`src/core/trl_pkg.sv`:
```
package trl_pkg;

    // Clock and oscillator rates
    localparam int CLK_HZ  = 40_000_000;
    localparam int OSC_HZ  = 400_000;
    localparam int OSC_DIV = CLK_HZ / OSC_HZ;

    // Word layout
    localparam int NDIG          = 9;
    localparam int ADDR_LEN_DATA = 5;
    localparam int ADDR_LEN_ONLY = 9;
    localparam int DATA_BITS     = 4;

    // Encoder pulse shape, in oscillator periods
    localparam int SLOT_TICKS  = 4;
    localparam int SHORT_TICKS = 1;
    localparam int LONG_TICKS  = 3;
    localparam int GAP_DIGITS  = 3;
    localparam int GAP_TICKS   = GAP_DIGITS * 2 * SLOT_TICKS;

    // Decoder decision times, in transmit clock periods (scaled)
    localparam int THRESH_X100 = 172;
    localparam int EOT_X10     = 335;
    localparam int GAP_FRAC_X10 = 4;
    localparam int THRESH_CYC  = (OSC_DIV * THRESH_X100) / 100;
    localparam int EOT_CYC     = (OSC_DIV * EOT_X10) / 10;
    localparam int GAP_CYC     = (EOT_CYC * GAP_FRAC_X10) / 10;
    localparam int CNT_W       = 12;

    typedef enum logic [1:0] {
        TRL_ZERO = 2'h0,
        TRL_ONE  = 2'h1,
        TRL_OPEN = 2'h2
    } trl_trit_t;

    typedef enum logic [1:0] {
        ENC_IDLE  = 2'h0,
        ENC_PROBE = 2'h1,
        ENC_SEND  = 2'h3,
        ENC_GAP   = 2'h2
    } trl_enc_state_t;

    // Weak drive applied to the code inputs while probing
    typedef struct packed {
        logic [NDIG-1:0] oe;
        logic [NDIG-1:0] val;
    } trl_drive_t;

endpackage : trl_pkg

```
`src/core/trl_link.sv`:
```
`timescale 1ns/1ps
// Operation
// - Encoder sends nine digits per word, one per code input, in order.
// - Each request sends two identical words, finished even if released early.
// - Request held low keeps the encoder repeating word pairs.
// - Zero is short-short, one is long-long, open is long-short.
// - Inputs are weakly driven low then high to classify zero, one, open.
// - Request high keeps the encoder idle with its oscillator stopped.
// - Request fall starts oscillator, resets sequence, probes and shifts out.
// - Output stays idle for three digit periods between paired words.
// - Data decoder compares first five digits to the local address.
// - Matching data equal to last valid data raises valid at ninth digit.
// - Second word rechecked; agreeing data loads and holds the four outputs.
// - Valid drops on a bad digit or four idle digit periods.
// - An open digit in the data field decodes as one.
// - Address-only variant compares all nine digits, valid flag only.
// - Ninth local digit is binary; one versus open shortens valid.
// - Valid may rise before both words of a pair are received.
// - Pulses longer than 1.72 transmit periods count as long.
// - Input low for 33.5 transmit periods means end of transmission.
// - Input low for 0.4 of that time marks the gap between words.
// - An external clock may drive the oscillator input instead.
module trl_link (
    // Clock and reset
    input  wire logic                clock,
    input  wire logic                sys_rst,
    input  wire logic                clk_en,
    // Encoder pins
    input  wire logic                tx_request_n,
    input  wire logic                osc_clock_input,
    input  wire logic                osc_ext_select,
    input  wire logic [8:0]          code_inputs,
    output trl_pkg::trl_drive_t      code_drive,
    output logic                     tx_data_out,
    // Decoder pins
    input  wire logic                rx_data_in,
    input  wire logic                address_only_mode,
    input  wire logic [8:0][1:0]     local_address_inputs,
    output logic                     word_valid_flag,
    output logic [3:0]               decoded_outputs
);
    import trl_pkg::*;

    localparam int PIN_W = 32;

    // Two-stage synchroniser for every pin input
    logic [PIN_W-1:0] pin_meta_reg;
    logic [PIN_W-1:0] pin_sync_reg;

    always_ff @(posedge clock or posedge sys_rst) begin
        if (sys_rst) begin
            pin_meta_reg <= {PIN_W{1'b0}};
            pin_sync_reg <= {PIN_W{1'b0}};
        end else if (clk_en) begin
            pin_meta_reg <= {tx_request_n, osc_clock_input, osc_ext_select,
                             code_inputs, rx_data_in, address_only_mode,
                             local_address_inputs};
            pin_sync_reg <= pin_meta_reg;
        end
    end

    logic            req_n_s;
    logic            osc_s;
    logic            ext_sel_s;
    logic [8:0]      code_s;
    logic            rx_s;
    logic            addr_only_s;
    logic [8:0][1:0] local_s;

    assign {req_n_s, osc_s, ext_sel_s, code_s, rx_s, addr_only_s,
            local_s} = pin_sync_reg;

    trl_encoder u_encoder (
        .clock       (clock),
        .sys_rst     (sys_rst),
        .clk_en      (clk_en),
        .tx_req_n_s  (req_n_s),
        .osc_ext_sel (ext_sel_s),
        .osc_ext_s   (osc_s),
        .code_in_s   (code_s),
        .code_drive  (code_drive),
        .data_out    (tx_data_out)
    );

    // Pulse width and idle time measurement
    logic             rx_prev_reg;
    logic [CNT_W-1:0] high_cnt_reg;
    logic [CNT_W-1:0] low_cnt_reg;
    logic             rise_ev;
    logic             fall_ev;
    logic             pulse_long;
    logic             gap_hit;
    logic             eot_hit;

    always_ff @(posedge clock or posedge sys_rst) begin
        if (sys_rst) begin
            rx_prev_reg  <= 1'b0;
            high_cnt_reg <= '0;
            low_cnt_reg  <= '0;
        end else if (clk_en) begin
            rx_prev_reg <= rx_s;
            if (rx_s) begin
                low_cnt_reg  <= '0;
                high_cnt_reg <= rx_prev_reg ? high_cnt_reg + 12'h001
                                            : 12'h001;
            end else if (low_cnt_reg != 12'(EOT_CYC)) begin
                low_cnt_reg <= low_cnt_reg + 12'h001;
            end
        end
    end

    always_comb begin
        rise_ev    = rx_s && !rx_prev_reg;
        fall_ev    = !rx_s && rx_prev_reg;
        pulse_long = high_cnt_reg >= 12'(THRESH_CYC);
        gap_hit    = !rx_s && low_cnt_reg == 12'(GAP_CYC);
        eot_hit    = !rx_s && low_cnt_reg == 12'(EOT_CYC);
    end

    // Digit assembly and comparison
    logic        half_reg;
    logic        p0_reg;
    logic [3:0]  digit_reg;
    logic        word_idx_reg;
    logic        err_reg;
    logic [3:0]  data_reg;
    logic [3:0]  stored_reg;
    logic [3:0]  out_reg;
    logic        valid_reg;
    logic        short_on_reg;
    logic [CNT_W-1:0] short_cnt_reg;

    logic [1:0]  rx_trit;
    logic        rx_bad;
    logic        is_addr;
    logic        last9;
    logic        digit_end;
    logic        digit_err;
    logic        shorten_ev;
    logic        eval_ev;
    logic        last9_ok;
    logic        short_done;

    always_comb begin
        unique case ({p0_reg, pulse_long})
            2'b11:   rx_trit = TRL_ONE;
            2'b10:   rx_trit = TRL_OPEN;
            default: rx_trit = TRL_ZERO;
        endcase
        rx_bad    = !p0_reg && pulse_long;
        is_addr   = addr_only_s ? (digit_reg < 4'(ADDR_LEN_ONLY))
                                : (digit_reg < 4'(ADDR_LEN_DATA));
        last9     = addr_only_s && digit_reg == 4'(NDIG - 1);
        digit_end = fall_ev && half_reg && digit_reg < 4'(NDIG);
        digit_err = digit_end && (rx_bad || (is_addr && !last9 &&
                    rx_trit != local_s[digit_reg]));
        shorten_ev = digit_end && last9 && !rx_bad &&
                     ((rx_trit == TRL_ONE && local_s[8] == TRL_OPEN) ||
                      (rx_trit == TRL_OPEN && local_s[8] == TRL_ONE));
        // Second rising edge of the ninth digit
        eval_ev   = rise_ev && half_reg &&
                    digit_reg == 4'(NDIG - 1) && !err_reg;
        last9_ok  = p0_reg == (local_s[8] != TRL_ZERO);
        short_done = short_on_reg && short_cnt_reg == 12'(THRESH_CYC);
    end

    always_ff @(posedge clock or posedge sys_rst) begin
        if (sys_rst) begin
            half_reg     <= 1'b0;
            p0_reg       <= 1'b0;
            digit_reg    <= 4'h0;
            word_idx_reg <= 1'b0;
            err_reg      <= 1'b0;
            data_reg     <= 4'h0;
        end else if (clk_en) begin
            if (gap_hit || eot_hit) begin
                half_reg     <= 1'b0;
                digit_reg    <= 4'h0;
                err_reg      <= 1'b0;
                // Only a complete first word opens the second one
                word_idx_reg <= !eot_hit && !word_idx_reg &&
                                digit_reg == 4'(NDIG);
            end else if (fall_ev && digit_reg < 4'(NDIG)) begin
                if (!half_reg) begin
                    half_reg <= 1'b1;
                    p0_reg   <= pulse_long;
                    // Long first pulse means one or open: both read as one
                    if (!addr_only_s && !is_addr)
                        data_reg[2'(digit_reg - 4'(ADDR_LEN_DATA))]
                            <= pulse_long;
                end else begin
                    half_reg  <= 1'b0;
                    digit_reg <= digit_reg + 4'h1;
                    err_reg   <= err_reg || digit_err;
                end
            end
        end
    end

    always_ff @(posedge clock or posedge sys_rst) begin
        if (sys_rst) begin
            short_on_reg  <= 1'b0;
            short_cnt_reg <= '0;
        end else if (clk_en) begin
            if (eot_hit || short_done) begin
                short_on_reg <= 1'b0;
            end else if (shorten_ev && valid_reg) begin
                short_on_reg  <= 1'b1;
                short_cnt_reg <= '0;
            end else if (short_on_reg) begin
                short_cnt_reg <= short_cnt_reg + 12'h001;
            end
        end
    end

    always_ff @(posedge clock or posedge sys_rst) begin
        if (sys_rst) begin
            valid_reg  <= 1'b0;
            stored_reg <= 4'h0;
            out_reg    <= 4'h0;
        end else if (clk_en) begin
            if (eot_hit || digit_err || short_done) begin
                valid_reg <= 1'b0;
            end else if (eval_ev) begin
                if (addr_only_s) begin
                    valid_reg <= last9_ok;
                end else if (!word_idx_reg) begin
                    // First word alone may raise valid
                    stored_reg <= data_reg;
                    valid_reg  <= data_reg == out_reg;
                end else if (data_reg == stored_reg) begin
                    out_reg   <= data_reg;
                    valid_reg <= 1'b1;
                end else begin
                    valid_reg <= 1'b0;
                end
            end
        end
    end

    assign word_valid_flag = valid_reg;
    assign decoded_outputs = out_reg;

    a_eot_drops_valid: assert property (@(posedge clock)
        disable iff (sys_rst)
        clk_en && eot_hit |=> !valid_reg)
        else $error("valid held past end of transmission");

    a_err_drops_valid: assert property (@(posedge clock)
        disable iff (sys_rst)
        clk_en && digit_err |=> !valid_reg && err_reg)
        else $error("valid held after bad digit");

    a_gap_resets_word: assert property (@(posedge clock)
        disable iff (sys_rst)
        clk_en && gap_hit |=> digit_reg == 4'h0 && !half_reg && !err_reg)
        else $error("digit state not cleared at gap");

    a_out_only_on_pair: assert property (@(posedge clock)
        disable iff (sys_rst)
        $changed(out_reg) |-> $past(eval_ev && word_idx_reg && !addr_only_s))
        else $error("outputs changed without second word");

    a_valid_has_cause: assert property (@(posedge clock)
        disable iff (sys_rst)
        $rose(valid_reg) |-> $past(eval_ev))
        else $error("valid rose without ninth digit");

    a_open_reads_one: assert property (@(posedge clock)
        disable iff (sys_rst)
        clk_en && fall_ev && !half_reg && pulse_long && !addr_only_s &&
        digit_reg == 4'(ADDR_LEN_DATA) && !gap_hit && !eot_hit
            |=> data_reg[0])
        else $error("long first pulse not stored as one");

    a_gap_opens_second: assert property (@(posedge clock)
        disable iff (sys_rst)
        clk_en && gap_hit && !word_idx_reg && digit_reg == 4'(NDIG)
            |=> word_idx_reg)
        else $error("gap after full word did not open second word");

    a_eot_restarts_word: assert property (@(posedge clock)
        disable iff (sys_rst)
        clk_en && eot_hit |=> !word_idx_reg && digit_reg == 4'h0 && !half_reg)
        else $error("end of transmission did not restart word");

    a_long_threshold: assert property (@(posedge clock)
        disable iff (sys_rst)
        clk_en && fall_ev && !half_reg && digit_reg < 4'(NDIG)
            |=> p0_reg == (high_cnt_reg >= 12'(THRESH_CYC)))
        else $error("first pulse width misclassified");

    a_short_ends_valid: assert property (@(posedge clock)
        disable iff (sys_rst)
        clk_en && short_done |=> !valid_reg && !short_on_reg)
        else $error("shortened valid pulse not ended");

    a_first_word_stores: assert property (@(posedge clock)
        disable iff (sys_rst)
        clk_en && eval_ev && !word_idx_reg && !addr_only_s && !eot_hit &&
        !digit_err && !short_done
            |=> stored_reg == $past(data_reg))
        else $error("first word data not stored");

endmodule : trl_link

```
`src/core/trl_encoder.sv`:
```
`timescale 1ns/1ps
module trl_encoder (
    // Clock and reset
    input  wire logic                clock,
    input  wire logic                sys_rst,
    input  wire logic                clk_en,
    // Synchronised pins
    input  wire logic                tx_req_n_s,
    input  wire logic                osc_ext_sel,
    input  wire logic                osc_ext_s,
    input  wire logic [8:0]          code_in_s,
    // Outputs
    output trl_pkg::trl_drive_t      code_drive,
    output logic                     data_out
);
    import trl_pkg::*;

    trl_enc_state_t  state_reg;
    logic [7:0]      div_reg;
    logic            osc_prev_reg;
    logic            tick;
    logic [3:0]      digit_reg;
    logic            slot_reg;
    logic [1:0]      sub_reg;
    logic [4:0]      gap_reg;
    logic            word_reg;
    logic            low_res_reg;
    logic [8:0][1:0] trits_reg;

    function automatic logic [1:0] pulse_ticks(input logic [1:0] t,
                                               input logic second);
        logic long_p;
        long_p = (t == TRL_ONE) || ((t == TRL_OPEN) && !second);
        return long_p ? 2'(LONG_TICKS) : 2'(SHORT_TICKS);
    endfunction : pulse_ticks

    // Oscillator runs only outside idle; external clock may replace it
    always_comb begin
        tick = (state_reg != ENC_IDLE) &&
               (osc_ext_sel ? (osc_ext_s && !osc_prev_reg)
                            : (div_reg == 8'(OSC_DIV - 1)));
    end

    always_ff @(posedge clock or posedge sys_rst) begin
        if (sys_rst) begin
            div_reg      <= 8'h00;
            osc_prev_reg <= 1'b0;
        end else if (clk_en) begin
            osc_prev_reg <= osc_ext_s;
            if (state_reg == ENC_IDLE || div_reg == 8'(OSC_DIV - 1))
                div_reg <= 8'h00;
            else
                div_reg <= div_reg + 8'h01;
        end
    end

    always_ff @(posedge clock or posedge sys_rst) begin
        if (sys_rst) begin
            state_reg   <= ENC_IDLE;
            digit_reg   <= 4'h0;
            slot_reg    <= 1'b0;
            sub_reg     <= 2'h0;
            gap_reg     <= 5'h00;
            word_reg    <= 1'b0;
            low_res_reg <= 1'b0;
            trits_reg   <= '0;
            code_drive  <= '0;
            data_out    <= 1'b0;
        end else if (clk_en) begin
            if (state_reg == ENC_IDLE) begin
                code_drive <= '0;
                data_out   <= 1'b0;
                if (!tx_req_n_s) begin
                    state_reg <= ENC_PROBE;
                    digit_reg <= 4'h0;
                    sub_reg   <= 2'h0;
                    slot_reg  <= 1'b0;
                    word_reg  <= 1'b0;
                end
            end else if (tick) begin
                unique case (state_reg)
                    ENC_PROBE: begin
                        sub_reg <= sub_reg + 2'h1;
                        if (sub_reg == 2'h0) begin
                            code_drive.oe[digit_reg]  <= 1'b1;
                            code_drive.val[digit_reg] <= 1'b0;
                        end else if (sub_reg == 2'h1) begin
                            low_res_reg <= code_in_s[digit_reg];
                            code_drive.val[digit_reg] <= 1'b1;
                        end else begin
                            sub_reg <= 2'h0;
                            code_drive <= '0;
                            if (low_res_reg)
                                trits_reg[digit_reg] <= TRL_ONE;
                            else if (!code_in_s[digit_reg])
                                trits_reg[digit_reg] <= TRL_ZERO;
                            else
                                trits_reg[digit_reg] <= TRL_OPEN;
                            if (digit_reg == 4'(NDIG - 1)) begin
                                state_reg <= ENC_SEND;
                                digit_reg <= 4'h0;
                            end else begin
                                digit_reg <= digit_reg + 4'h1;
                            end
                        end
                    end
                    ENC_SEND: begin
                        data_out <= sub_reg <
                            pulse_ticks(trits_reg[digit_reg], slot_reg);
                        sub_reg  <= sub_reg + 2'h1;
                        if (sub_reg == 2'(SLOT_TICKS - 1)) begin
                            slot_reg <= !slot_reg;
                            if (slot_reg) begin
                                if (digit_reg == 4'(NDIG - 1)) begin
                                    state_reg <= ENC_GAP;
                                    gap_reg   <= 5'h00;
                                end else begin
                                    digit_reg <= digit_reg + 4'h1;
                                end
                            end
                        end
                    end
                    ENC_GAP: begin
                        data_out <= 1'b0;
                        gap_reg  <= gap_reg + 5'h01;
                        if (gap_reg == 5'(GAP_TICKS - 1)) begin
                            digit_reg <= 4'h0;
                            sub_reg   <= 2'h0;
                            slot_reg  <= 1'b0;
                            if (!word_reg) begin
                                word_reg  <= 1'b1;
                                state_reg <= ENC_SEND;
                            end else if (!tx_req_n_s) begin
                                word_reg  <= 1'b0;
                                state_reg <= ENC_PROBE;
                            end else begin
                                state_reg <= ENC_IDLE;
                            end
                        end
                    end
                    default: state_reg <= ENC_IDLE;
                endcase
            end
        end
    end

    a_idle_quiet: assert property (@(posedge clock) disable iff (sys_rst)
        (state_reg == ENC_IDLE && $past(state_reg) == ENC_IDLE)
            |-> !data_out && div_reg == 8'h00)
        else $error("encoder active while idle");

    a_gap_after_nine: assert property (@(posedge clock)
        disable iff (sys_rst)
        $rose(state_reg == ENC_GAP) |-> $past(digit_reg) == 4'h8)
        else $error("word did not hold nine digits");

    a_pair_complete: assert property (@(posedge clock)
        disable iff (sys_rst)
        (state_reg == ENC_IDLE && $past(state_reg) == ENC_GAP)
            |-> $past(word_reg))
        else $error("encoder stopped before second word");

endmodule : trl_encoder

```
`config.mk`:
```
export PLATFORM = sky130hd
export DESIGN_NAME = trl_link
export DESIGN_NICKNAME = d
export VERILOG_FILES = /design/src/core/trl_pkg.sv /design/src/core/trl_link.sv /design/src/core/trl_encoder.sv
export SDC_FILE = /design/constraint.sdc
export NUM_CORES = 1
export LEC_CHECK = 0
export BUFFER_PORTS_ARGS = -buffer_cell sky130_fd_sc_hd__buf_2
export CAP_MARGIN = 20
export CELL_PAD_IN_SITES_DETAIL_PLACEMENT = 1
export CELL_PAD_IN_SITES_GLOBAL_PLACEMENT = 2
export CORE_MARGIN = 1
export CORE_UTILIZATION = 41
export DETAILED_ROUTE_END_ITERATION = 7
export PLACE_DENSITY_LB_ADDON = 0.15
export SYNTH_ARGS = -nofsm -noshare
export SYNTH_HDL_FRONTEND = slang
export SYNTH_HIERARCHICAL = 1
export SYNTH_SLANG_ARGS = --single-unit
```
`constraint.sdc`:
```
create_clock -name clock -period 3.7 [get_ports clock]
set_input_delay 0 -clock clock [delete_from_list [all_inputs] [get_ports clock]]
set_output_delay 0 -clock clock [all_outputs]
set_load 0.05 [all_outputs]
```
# [Yosys cells after proc, flatten, opt, wreduce, memory -nomap -nowiden]
# Index checks and enable logic that the tools add are counted.
[totals] inputBits=35 latch_bits=0 ram_bits=0 memories=0 ff_bits=185 rom_bits=0
[classes] n_div=0 bitwise=21 n_lt_le_gt_ge=9 n_reduce_logical=91 shift=0 muxes=97 eq_ne=39 mul=0 n_addsub=9
[ops] cell="18-bit 2-to-1 mux" count=6
[ops] cell="12-bit 2-to-1 mux" count=5
[ops] cell="4-bit 2-to-1 mux" count=13
[ops] cell="2-bit 2-to-1 mux" count=21
[ops] cell="12-bit by 1-bit adder with 12-bit output, second input constant" count=3
[ops] cell="9-bit bitwise OR" count=4
[ops] cell="1-bit 2-to-1 mux" count=32
[ops] cell="1-bit logical AND" count=30
[ops] cell="9-bit AND" count=3
[ops] cell="9-bit NOT" count=3
[ops] cell="2-bit nonzero test" count=13
[ops] cell="6-bit AND reduction" count=4
[ops] cell="10-bit AND reduction" count=2
[ops] cell="5-bit AND reduction" count=4
[ops] cell="18-bit AND" count=1
[ops] cell="9-bit 2-to-1 mux" count=2
[ops] cell="3-bit by 1-bit != test with 1-bit output, second input constant" count=6
[ops] cell="18-bit NOT" count=1
[ops] cell="2-bit binary-select mux with 4-bit select" count=2
[ops] cell="2-bit equality test, second input constant" count=8
[ops] cell="5-bit 2-to-1 mux" count=3
[ops] cell="12-bit by 11-bit equality test with 1-bit output, second input constant" count=1
[ops] cell="12-bit equality test, second input constant" count=1
[ops] cell="12-bit by 8-bit equality test with 1-bit output, second input constant" count=1
[ops] cell="other kinds (45)" count=97

# [Longest topological paths before layout]
# Gate-level depths: netlist (run 1).
[depth] ltp_word=11 mapped_depth=10 mapped_depth_nobuf=8

# [By module]
# Netlist (run 1), hierarchy kept.
[by_module_without_submodules] module="trl_link" cells_each=503 area_per_inst_um2=5916.9 n_inst=1 seq_area_each_um2=3078.0
[by_module_without_submodules] module="trl_encoder" cells_each=355 area_per_inst_um2=3427.0 n_inst=1 seq_area_each_um2=1551.5

# [Least setup slack after synthesis (run 1)]
# No wires, ideal clock.
[synth_timing] kind="register to register" from="register, netlist name digit_reg[0]" to="register out_reg[0], in the netlist decoded_outputs[0]" setup_time_ps=127 arrival_time_ps=2260 stages_incl_launch_ff=10 synth_period_minus_slack_ps=2388 slack_ps=1312 path_cell_list="dfrtp_1 buf_6 inv_1 ha_1 nand4b_1 or4_1 nor3_1 and3_1 buf_2 mux2_1"
[synth_lines] element="end signal, assigned" line_no="trl_link.sv:232" rtl="out_reg <= data_reg;"
[synth_lines] element="end, declared" line_no="trl_link.sv:128" rtl="logic [3:0] out_reg;"

==> results of run 1 <==
-- area by class of cell --
type / instances / area [um2] / share of cell area
multi-input combinational: 604 / 4390 / 0.4090
clock buffer: 17 / 425.4 / 0.03963
sequential: 185 / 4629 / 0.4312
timing repair buffer: 99 / 683.2 / 0.06364
clock inverter: 15 / 133.9 / 0.01247
tap: 280 / 350.3 / 0.03263
inverter: 32 / 122.6 / 0.01142
-- layer usage --
layer,vias to the layer above,wire [um],track usage
li1,3271,-,-
met1,3555,11470,0.2981
met2,105,10910,0.3429
met3,26,618,0.03771
met4,0,309,0.06734
met5,-,0,0
-- worst paths after layout --
path,startpoint,end
hold reg to reg,register,register
max in group asynchronous,sys_rst,pin_meta_reg[27]$_DFFE_PP0P_
setup / recovery,digit_reg[0]$_DFFE_PP0P_,short_cnt_reg[9]$_DFFE_PP0P_
min in group asynchronous,sys_rst,u_encoder/div_reg[1]$_DFFE_PP0P_
hold / removal,clk_en,word_idx_reg$_DFFE_PP0P_
setup reg to reg,digit_reg[0]$_DFFE_PP0P_,short_cnt_reg[9]$_DFFE_PP0P_
-- cells in the mapped netlist (5+ instances only) --
library cell,n,share of area
sky130_fd_sc_hd__xor2_1,16,0.015
sky130_fd_sc_hd__ha_1,26,0.035
sky130_fd_sc_hd__dfrtp_1,185,0.50
sky130_fd_sc_hd__a22o_1,7,0.0066
sky130_fd_sc_hd__nor2_1,50,0.020
sky130_fd_sc_hd__mux2i_1,15,0.016
sky130_fd_sc_hd__o31ai_1,18,0.014
sky130_fd_sc_hd__a41oi_1,8,0.0075
sky130_fd_sc_hd__inv_1,31,0.012
sky130_fd_sc_hd__nor2b_1,7,0.0047
sky130_fd_sc_hd__o21a_1,5,0.0040
sky130_fd_sc_hd__a31oi_1,7,0.0047
sky130_fd_sc_hd__or4_4,7,0.0084
sky130_fd_sc_hd__nand2_1,83,0.033
sky130_fd_sc_hd__nor3_1,10,0.0054
sky130_fd_sc_hd__xnor2_1,6,0.0056
sky130_fd_sc_hd__buf_2,12,0.0064
sky130_fd_sc_hd__and3_1,9,0.0060
sky130_fd_sc_hd__and2_1,5,0.0033
sky130_fd_sc_hd__nand4_1,8,0.0054
sky130_fd_sc_hd__a21oi_1,28,0.015
sky130_fd_sc_hd__or3_1,18,0.012
sky130_fd_sc_hd__clkbuf_1,15,0.0060
sky130_fd_sc_hd__nand2b_1,8,0.0054
sky130_fd_sc_hd__nand3_1,21,0.011
sky130_fd_sc_hd__o21ai_0,69,0.037
sky130_fd_sc_hd__mux2_2,82,0.099
-- cell families after synthesis --
kind of cell	Yosys count	share of synthesized area
AOI/OAI and AO/OA	187	0.1354
xor gates and xnor gates	22	0.02062
and+or+nand+nor	265	0.1517
DFF	185	0.4954
muxes	104	0.1273
buffers and inverters	69	0.03468
adders and majority gates	26	0.03481
-- where the power goes --
part           leakage [nW]  internal (W)  switching, W  total [W]
clock network         0.272      0.000886      0.000876    0.00176
registers              2.36       0.00223      0.000252    0.00248
logic                  2.09      0.000393      0.000473   0.000866
-- critical path, delay by kind of cell, from the launching register on --
| family | cells | cell delay (ps) |
|---|---|---|
| AO/OA/AOI/OAI | 3 | 1090 |
| adder cells (fa/ha/maj) | 1 | 220 |
| buffers and inverters | 1 | 230 |
| flip-flops | 1 | 600 |
| AND/OR/NAND/NOR | 2 | 580 |
-- stage by stage --
step                      setup slack [ps]  instances
after global placement                1003       1167
after detailed placement             873.9       1167
after floorplan                      429.1        858
after CTS                            876.3       1232
after global routing                 626.4       1232
final                                874.8       1232
==> results_dict.tcl, run 1 <==
set metrics [dict create \
    routed_via_density 5.647 \
    cts.sink_count 185 \
    worstPathMaxFanout 14 \
    final_cell_mix "185 x sky130_fd_sc_hd__dfrtp_1, 83 x sky130_fd_sc_hd__nand2_1, 82 x sky130_fd_sc_hd__mux2_2, 69 x sky130_fd_sc_hd__o21ai_0, 57 x sky130_fd_sc_hd__buf_2" \
    tritoncts.num_buffers 17 \
    fp.dieW_um 153.0 \
    fin_crit_ps 2825 \
    worstMarginPinSlew_ps 802.1 \
    total_grt_overflow 0 \
    worst_ep_arrival_time_ps 3160 \
    grt_util_all_layers 0.2151 \
    whs_path_depth 3 \
    worst-endpoint-required_ps 4030 \
    worstPathCellList "inv_1 > ha_1 > nand2b_1 > a2111oi_1 > and2_1 > o21ai_0 > a22o_1" \
    synth-seq-area-share 0.4954 \
    row_count 54 \
    postCtsSetupRepairBufs 0 \
    synth-edff-count 0 \
    place_hpwl_mm 16.29 \
    drtPass1Iterations 5 \
    grt_max_degree 62 \
    detail_route.drc_violations 0 \
    final.period_utilization 0.7636 \
    pin_count 59 \
    floorplan.initialDensity 0.4229 \
    peakVddDrop_mv 0.3309 \
    finalHoldWorstSlack_ps 71.80 \
    chipHeight_um 153.0 \
    postSynthNetCount 919 \
    antenna_left 0 \
    layout.cells.most_common "sky130_fd_sc_hd__dfrtp_1" \
    yosys_register_bits 185 \
    cts_root_buffer "sky130_fd_sc_hd__clkbuf_16" \
    synth.distinct_cells 82 \
    ctsLongestPathBuffers 2 \
    maxCapViolCount 0 \
    worst_slew_margin_rel 0.4653 \
    finalSetupTns_ps 0 \
    antenna_found_initial 0 \
    total_power_w 0.005107 \
    fillers 2329 \
    clock_tree.htree_level_count 4 \
    hold_wc_path_type "in -> reg" \
    insertion_delay_ps 450 \
    worstSetupStartpointType "register" \
    drt_wl_total_mm 23.31 \
    number_of_cells_traversed_by_the_worst_register_to_register_path 7 \
    cts.clk_slew.worst_paths_ps 70 \
    synth.avg_cell_area_um2 10.89 \
    synthArstFlopShare 1.000 \
    grt_pass1_wl_mm 40.33 \
    timing.critical_path.slowest_cell_delay_ps 660 \
    slowest_stage_cell_crit_path "sky130_fd_sc_hd__a2111oi_1" \
    timing.setup.critical_path_class "reg -> reg" \
    die-area_um2 23400 \
    drive_gt1_frac 0.2237 \
    rsz0062_at_grt "no" \
    weighted_congestion_reported_at_the_end_of_routability_driven_placement 0.8023 \
    design.core.area_um2 22090 \
    power.density_cell_area_nw_per_um2 475.7 \
    number_of_antenna_diodes 0 \
    finish.utilization 0.4859 \
    max_freq_ghz 0.3540 \
    timing.reg2reg.setup_slack_ps 870 \
    layout.cell_area.non_filler_um2 10740 \
    final_net_count 1000 \
    report.final.slew_viol_count 0 \
    post_cts_resize_count 0 \
    worst_setup_path_end_kind "register" \
    numPortBuffers 58 \
    layout_area_overhead_pct 14.89 \
    leakage_power_summed_over_all_cells_nw 4.718 \
    netlist_instances 858 \
    synthesis_warning_total 6 \
    timing.final.setup_violations 0 \
    dr.first_iter.drc_count 354 \
    syn_area_um2 9344 \
    postPlaceCellArea_um2 9846 \
    run_status "finished clean" \
    tritoncts_clock_tree "done" \
    post_drt_wl_per_cell_um 18.92 \
    num_vias 6957 \
    post_cts_hold_buffer_count 33 \
    via_count_of_the_first_global_routing_pass 7526 \
    clock_skews_ps 18.15 \
    synth_ff_type "sky130_fd_sc_hd__dfrtp_1" \
    hold_violation_count_in_the_final_report 0 \
]
(Power assumes the default switching activity.)
==> run 2: changes to the inputs <==
--- a/config.mk
+++ b/config.mk
@@ -5,12 +5,13 @@
 export SDC_FILE = /design/constraint.sdc
 export NUM_CORES = 1
 export LEC_CHECK = 0
+export ABC_AREA = 1
 export BUFFER_PORTS_ARGS = -buffer_cell sky130_fd_sc_hd__buf_2
 export CAP_MARGIN = 20
 export CELL_PAD_IN_SITES_DETAIL_PLACEMENT = 1
 export CELL_PAD_IN_SITES_GLOBAL_PLACEMENT = 2
 export CORE_MARGIN = 1
-export CORE_UTILIZATION = 41
+export CORE_UTILIZATION = 37
 export DETAILED_ROUTE_END_ITERATION = 7
 export PLACE_DENSITY_LB_ADDON = 0.15
 export SYNTH_ARGS = -nofsm -noshare
==> constraint.sdc (replaced) <==
create_clock -name clock -period 2.7 [get_ports clock]
set_input_delay 0 -clock clock [delete_from_list [all_inputs] [get_ports clock]]
set_output_delay 0 -clock clock [all_outputs]
set_load 0.05 [all_outputs]
==> run 2 against run 1 <==
Compared with the run above:
- non-clock buffer count rose by 8
- total power rose by 80%
- synthesized cell count rose by 53%
- critical endpoint is now u_encoder/data_out$_DFFE_PP0P_
- largest cell class is now multi-input combinational cells
- largest power group unchanged
==> results_dict.tcl, run 2 <==
set metrics [dict create \
    maxCapViolCount 0 \
    insertion_delay_ps 440 \
    place_hpwl_mm 19.99 \
    worst-endpoint-required_ps 3080 \
    post_drt_wl_per_cell_um 15.46 \
    netlist_top_cells_count "405 x sky130_fd_sc_hd__nand2_1, 185 x sky130_fd_sc_hd__dfrtp_1, 147 x sky130_fd_sc_hd__inv_1" \
    via_count_of_the_first_global_routing_pass 9454 \
    synthDominantAreaCellType "sky130_fd_sc_hd__dfrtp_1" \
    grt_pass1_wl_mm 47.82 \
    final_net_count 1457 \
    tritoncts.num_buffers 17 \
    synthArstFlopShare 1.000 \
    finalSetupTns_ps 0 \
    cts_root_buffer "sky130_fd_sc_hd__clkbuf_16" \
    worst_ep_arrival_time_ps 2580 \
    yosys.area_share.xor_xnor 0.01532 \
    report.final.slew_viol_count 0 \
    synth_ff_type "sky130_fd_sc_hd__dfrtp_1" \
    hold_wc_path_type "in -> async" \
    power.density_cell_area_nw_per_um2 773.4 \
    syn_area_um2 10290 \
    number_of_antenna_diodes 0 \
    worstMarginPinSlew_ps 655.2 \
    hold_violation_count_in_the_final_report 0 \
    synth.distinct_cells 55 \
    fillers 3340 \
    worst_slew_margin_rel 0.5623 \
    total_power_w 0.009175 \
    num_vias 8754 \
    synth.avg_cell_area_um2 7.855 \
    most_frequent_cell_after_synthesis "sky130_fd_sc_hd__nand2_1" \
    floorplan.initialDensity 0.3797 \
    synthSimpleGateAreaFrac 0.3096 \
    worstPathMaxFanout 8 \
    fin_crit_ps 2199 \
    detail_route.drc_violations 0 \
    synthesis_warning_total 6 \
    postSynthNetCount 1371 \
    post_cts_resize_count 0 \
    leakage_power_summed_over_all_cells_nw 5.819 \
    synth_area_in_compound_gates 0.1043 \
    drt_wl_total_mm 27.54 \
    clock_tree.htree_level_count 4 \
    synth_top_area_frac 0.4499 \
    rsz0062_at_grt "no" \
    synth.area.top_cells "sky130_fd_sc_hd__dfrtp_1 45%, sky130_fd_sc_hd__nand2_1 15%, sky130_fd_sc_hd__inv_1 5.4%" \
    die-area_um2 28480 \
    synth_adder_area_share 0.03161 \
    dr.first_iter.drc_count 316 \
    timing.final.setup_violations 0 \
    final.period_utilization 0.8145 \
    chipHeight_um 168.8 \
    antenna_left 0 \
    yosys_register_bits 185 \
    design.core.area_um2 27100 \
    synth_top_family_by_area "simple AND/OR/NAND/NOR gates" \
    routed_via_density 4.915 \
    grt_max_degree 63 \
    cts.sink_count 185 \
    synth-seq-area-share 0.4499 \
    timing.setup.critical_path_class "reg -> reg" \
    final_cell_mix "405 x sky130_fd_sc_hd__nand2_1, 185 x sky130_fd_sc_hd__dfrtp_1, 145 x sky130_fd_sc_hd__inv_1, 98 x sky130_fd_sc_hd__o21ai_0, 78 x sky130_fd_sc_hd__nand3_1" \
    netlist_instances 1310 \
    run_status "finished clean" \
    worstPathCellList "nor2_2 > o21ai_0 > o21ai_0 > nor2_1 > o21ai_0 > nand2_1 > ha_1 > a211oi_1 > o21ai_0 > inv_1" \
    row_count 60 \
    drtPass1Iterations 4 \
    slowest_stage_cell_crit_path "sky130_fd_sc_hd__dfrtp_1" \
    multi_input_comb_area_um2 4742 \
    total_grt_overflow 0 \
    tritoncts_clock_tree "done" \
    most_repeated_library_cell_on_the_critical_path "sky130_fd_sc_hd__o21ai_0" \
    weighted_congestion_reported_at_the_end_of_routability_driven_placement 0.7998 \
    worstSetupStartpointType "register" \
    peakVddDrop_mv 0.3750 \
    max_freq_ghz 0.4547 \
    layout.area.seq_um2 4629 \
    layout_area_overhead_pct 15.30 \
    timing.critical_path.slowest_cell_delay_ps 500 \
    clock_skews_ps 15.39 \
    antenna_found_initial 0 \
    cts.clk_slew.worst_paths_ps 80 \
    layout.cells.most_common "sky130_fd_sc_hd__nand2_1" \
    numPortBuffers 58 \
    pin_count 59 \
    synth-edff-count 0 \
    ctsLongestPathBuffers 2 \
    fp.dieW_um 168.8 \
    grt_util_all_layers 0.2105 \
    share_of_synthesized_area_spent_on_multiplexers 0 \
    finalHoldWorstSlack_ps 176.2 \
    drive_gt1_frac 0.1462 \
    worst_setup_path_end_kind "register" \
]
## run 2: report_power, final
group	leakage (nW)	switching (W)	total, W	internal [W]
clock	0.290	0.00132	0.00258	0.00126
sequential	2.34	0.000386	0.00350	0.00312
combinational	3.19	0.00216	0.00310	0.000943
total	5.82	0.00386	0.00918	0.00532
## run 2: path summary, 6_finish.rpt
kind / end / slack [ps] / cells past startpoint / start
worst max register to register: u_encoder/data_out$_DFFE_PP0P_ / 500 / 10 / u_encoder/digit_reg[2]$_DFFE_PP0P_
worst min register to register: low_cnt_reg[10]$_DFFE_PP0P_ / 470 / 1 / low_cnt_reg[10]$_DFFE_PP0P_
worst max-delay path: u_encoder/data_out$_DFFE_PP0P_ / 500 / 10 / u_encoder/digit_reg[2]$_DFFE_PP0P_
worst min-delay path: u_encoder/div_reg[0]$_DFFE_PP0P_ / 180 / 3 / sys_rst
min in group clock: pin_meta_reg[3]$_DFFE_PP0P_ / 280 / 4 / local_address_inputs[3]
max in group asynchronous: data_reg[3]$_DFFE_PP0P_ / 1760 / 4 / sys_rst
## run 2: repair_timing
| action | 4_1_cts | 5_1_grt |
|---|---|---|
| buffers inserted | 0 | 0 |
| hold buffers | 35 | 0 |
| endpoints found under the hold margin | 81 | 0 |
## run 2: stage by stage
| step | setup slack [ps] | std cells | utilization | cell area [um2] |
|---|---|---|---|---|
| floorplan | 653.9 | 1310 | - | 10290 |
| global placement | 579.3 | 1714 | 0.4028 | 10920 |
| detailed placement | 499.8 | 1714 | 0.4028 | 10920 |
| CTS | 494.6 | 1781 | 0.4378 | 11860 |
| global route | 233.3 | 1781 | 0.4378 | 11860 |
| finish | 500.8 | 1781 | 0.4378 | 11860 |
## run 2: cell type report
type | instances | area share
flip-flops and latches | 185 | 0.3902
well taps | 372 | 0.03923
inverters | 173 | 0.05526
clock inverters | 15 | 0.01455
repair buffers | 107 | 0.06518
clock buffers | 17 | 0.03586
multi-input cells | 912 | 0.3997
## run 2: kinds of logic after synthesis
family | after synthesis
buf+inv | 213
flops | 185
fa+ha+maj | 26
simple gates | 682
compound gates | 186
xor+xnor | 18
## run 2: metal layers
layer / global-route usage / part of all wire
met3: 0.03133 / 0.017
met2: 0.3904 / 0.52
met4: 0.05099 / 0.011
met1: 0.2540 / 0.45
met5: 0 / 0
## run 2: worst max-delay path, delay by kind of cell, from the launching register on
kind	cells	cell delay, ps
fa+ha+maj	1	280
flops	1	500
buf+inv	1	60
simple gates	3	500
compound gates	5	810
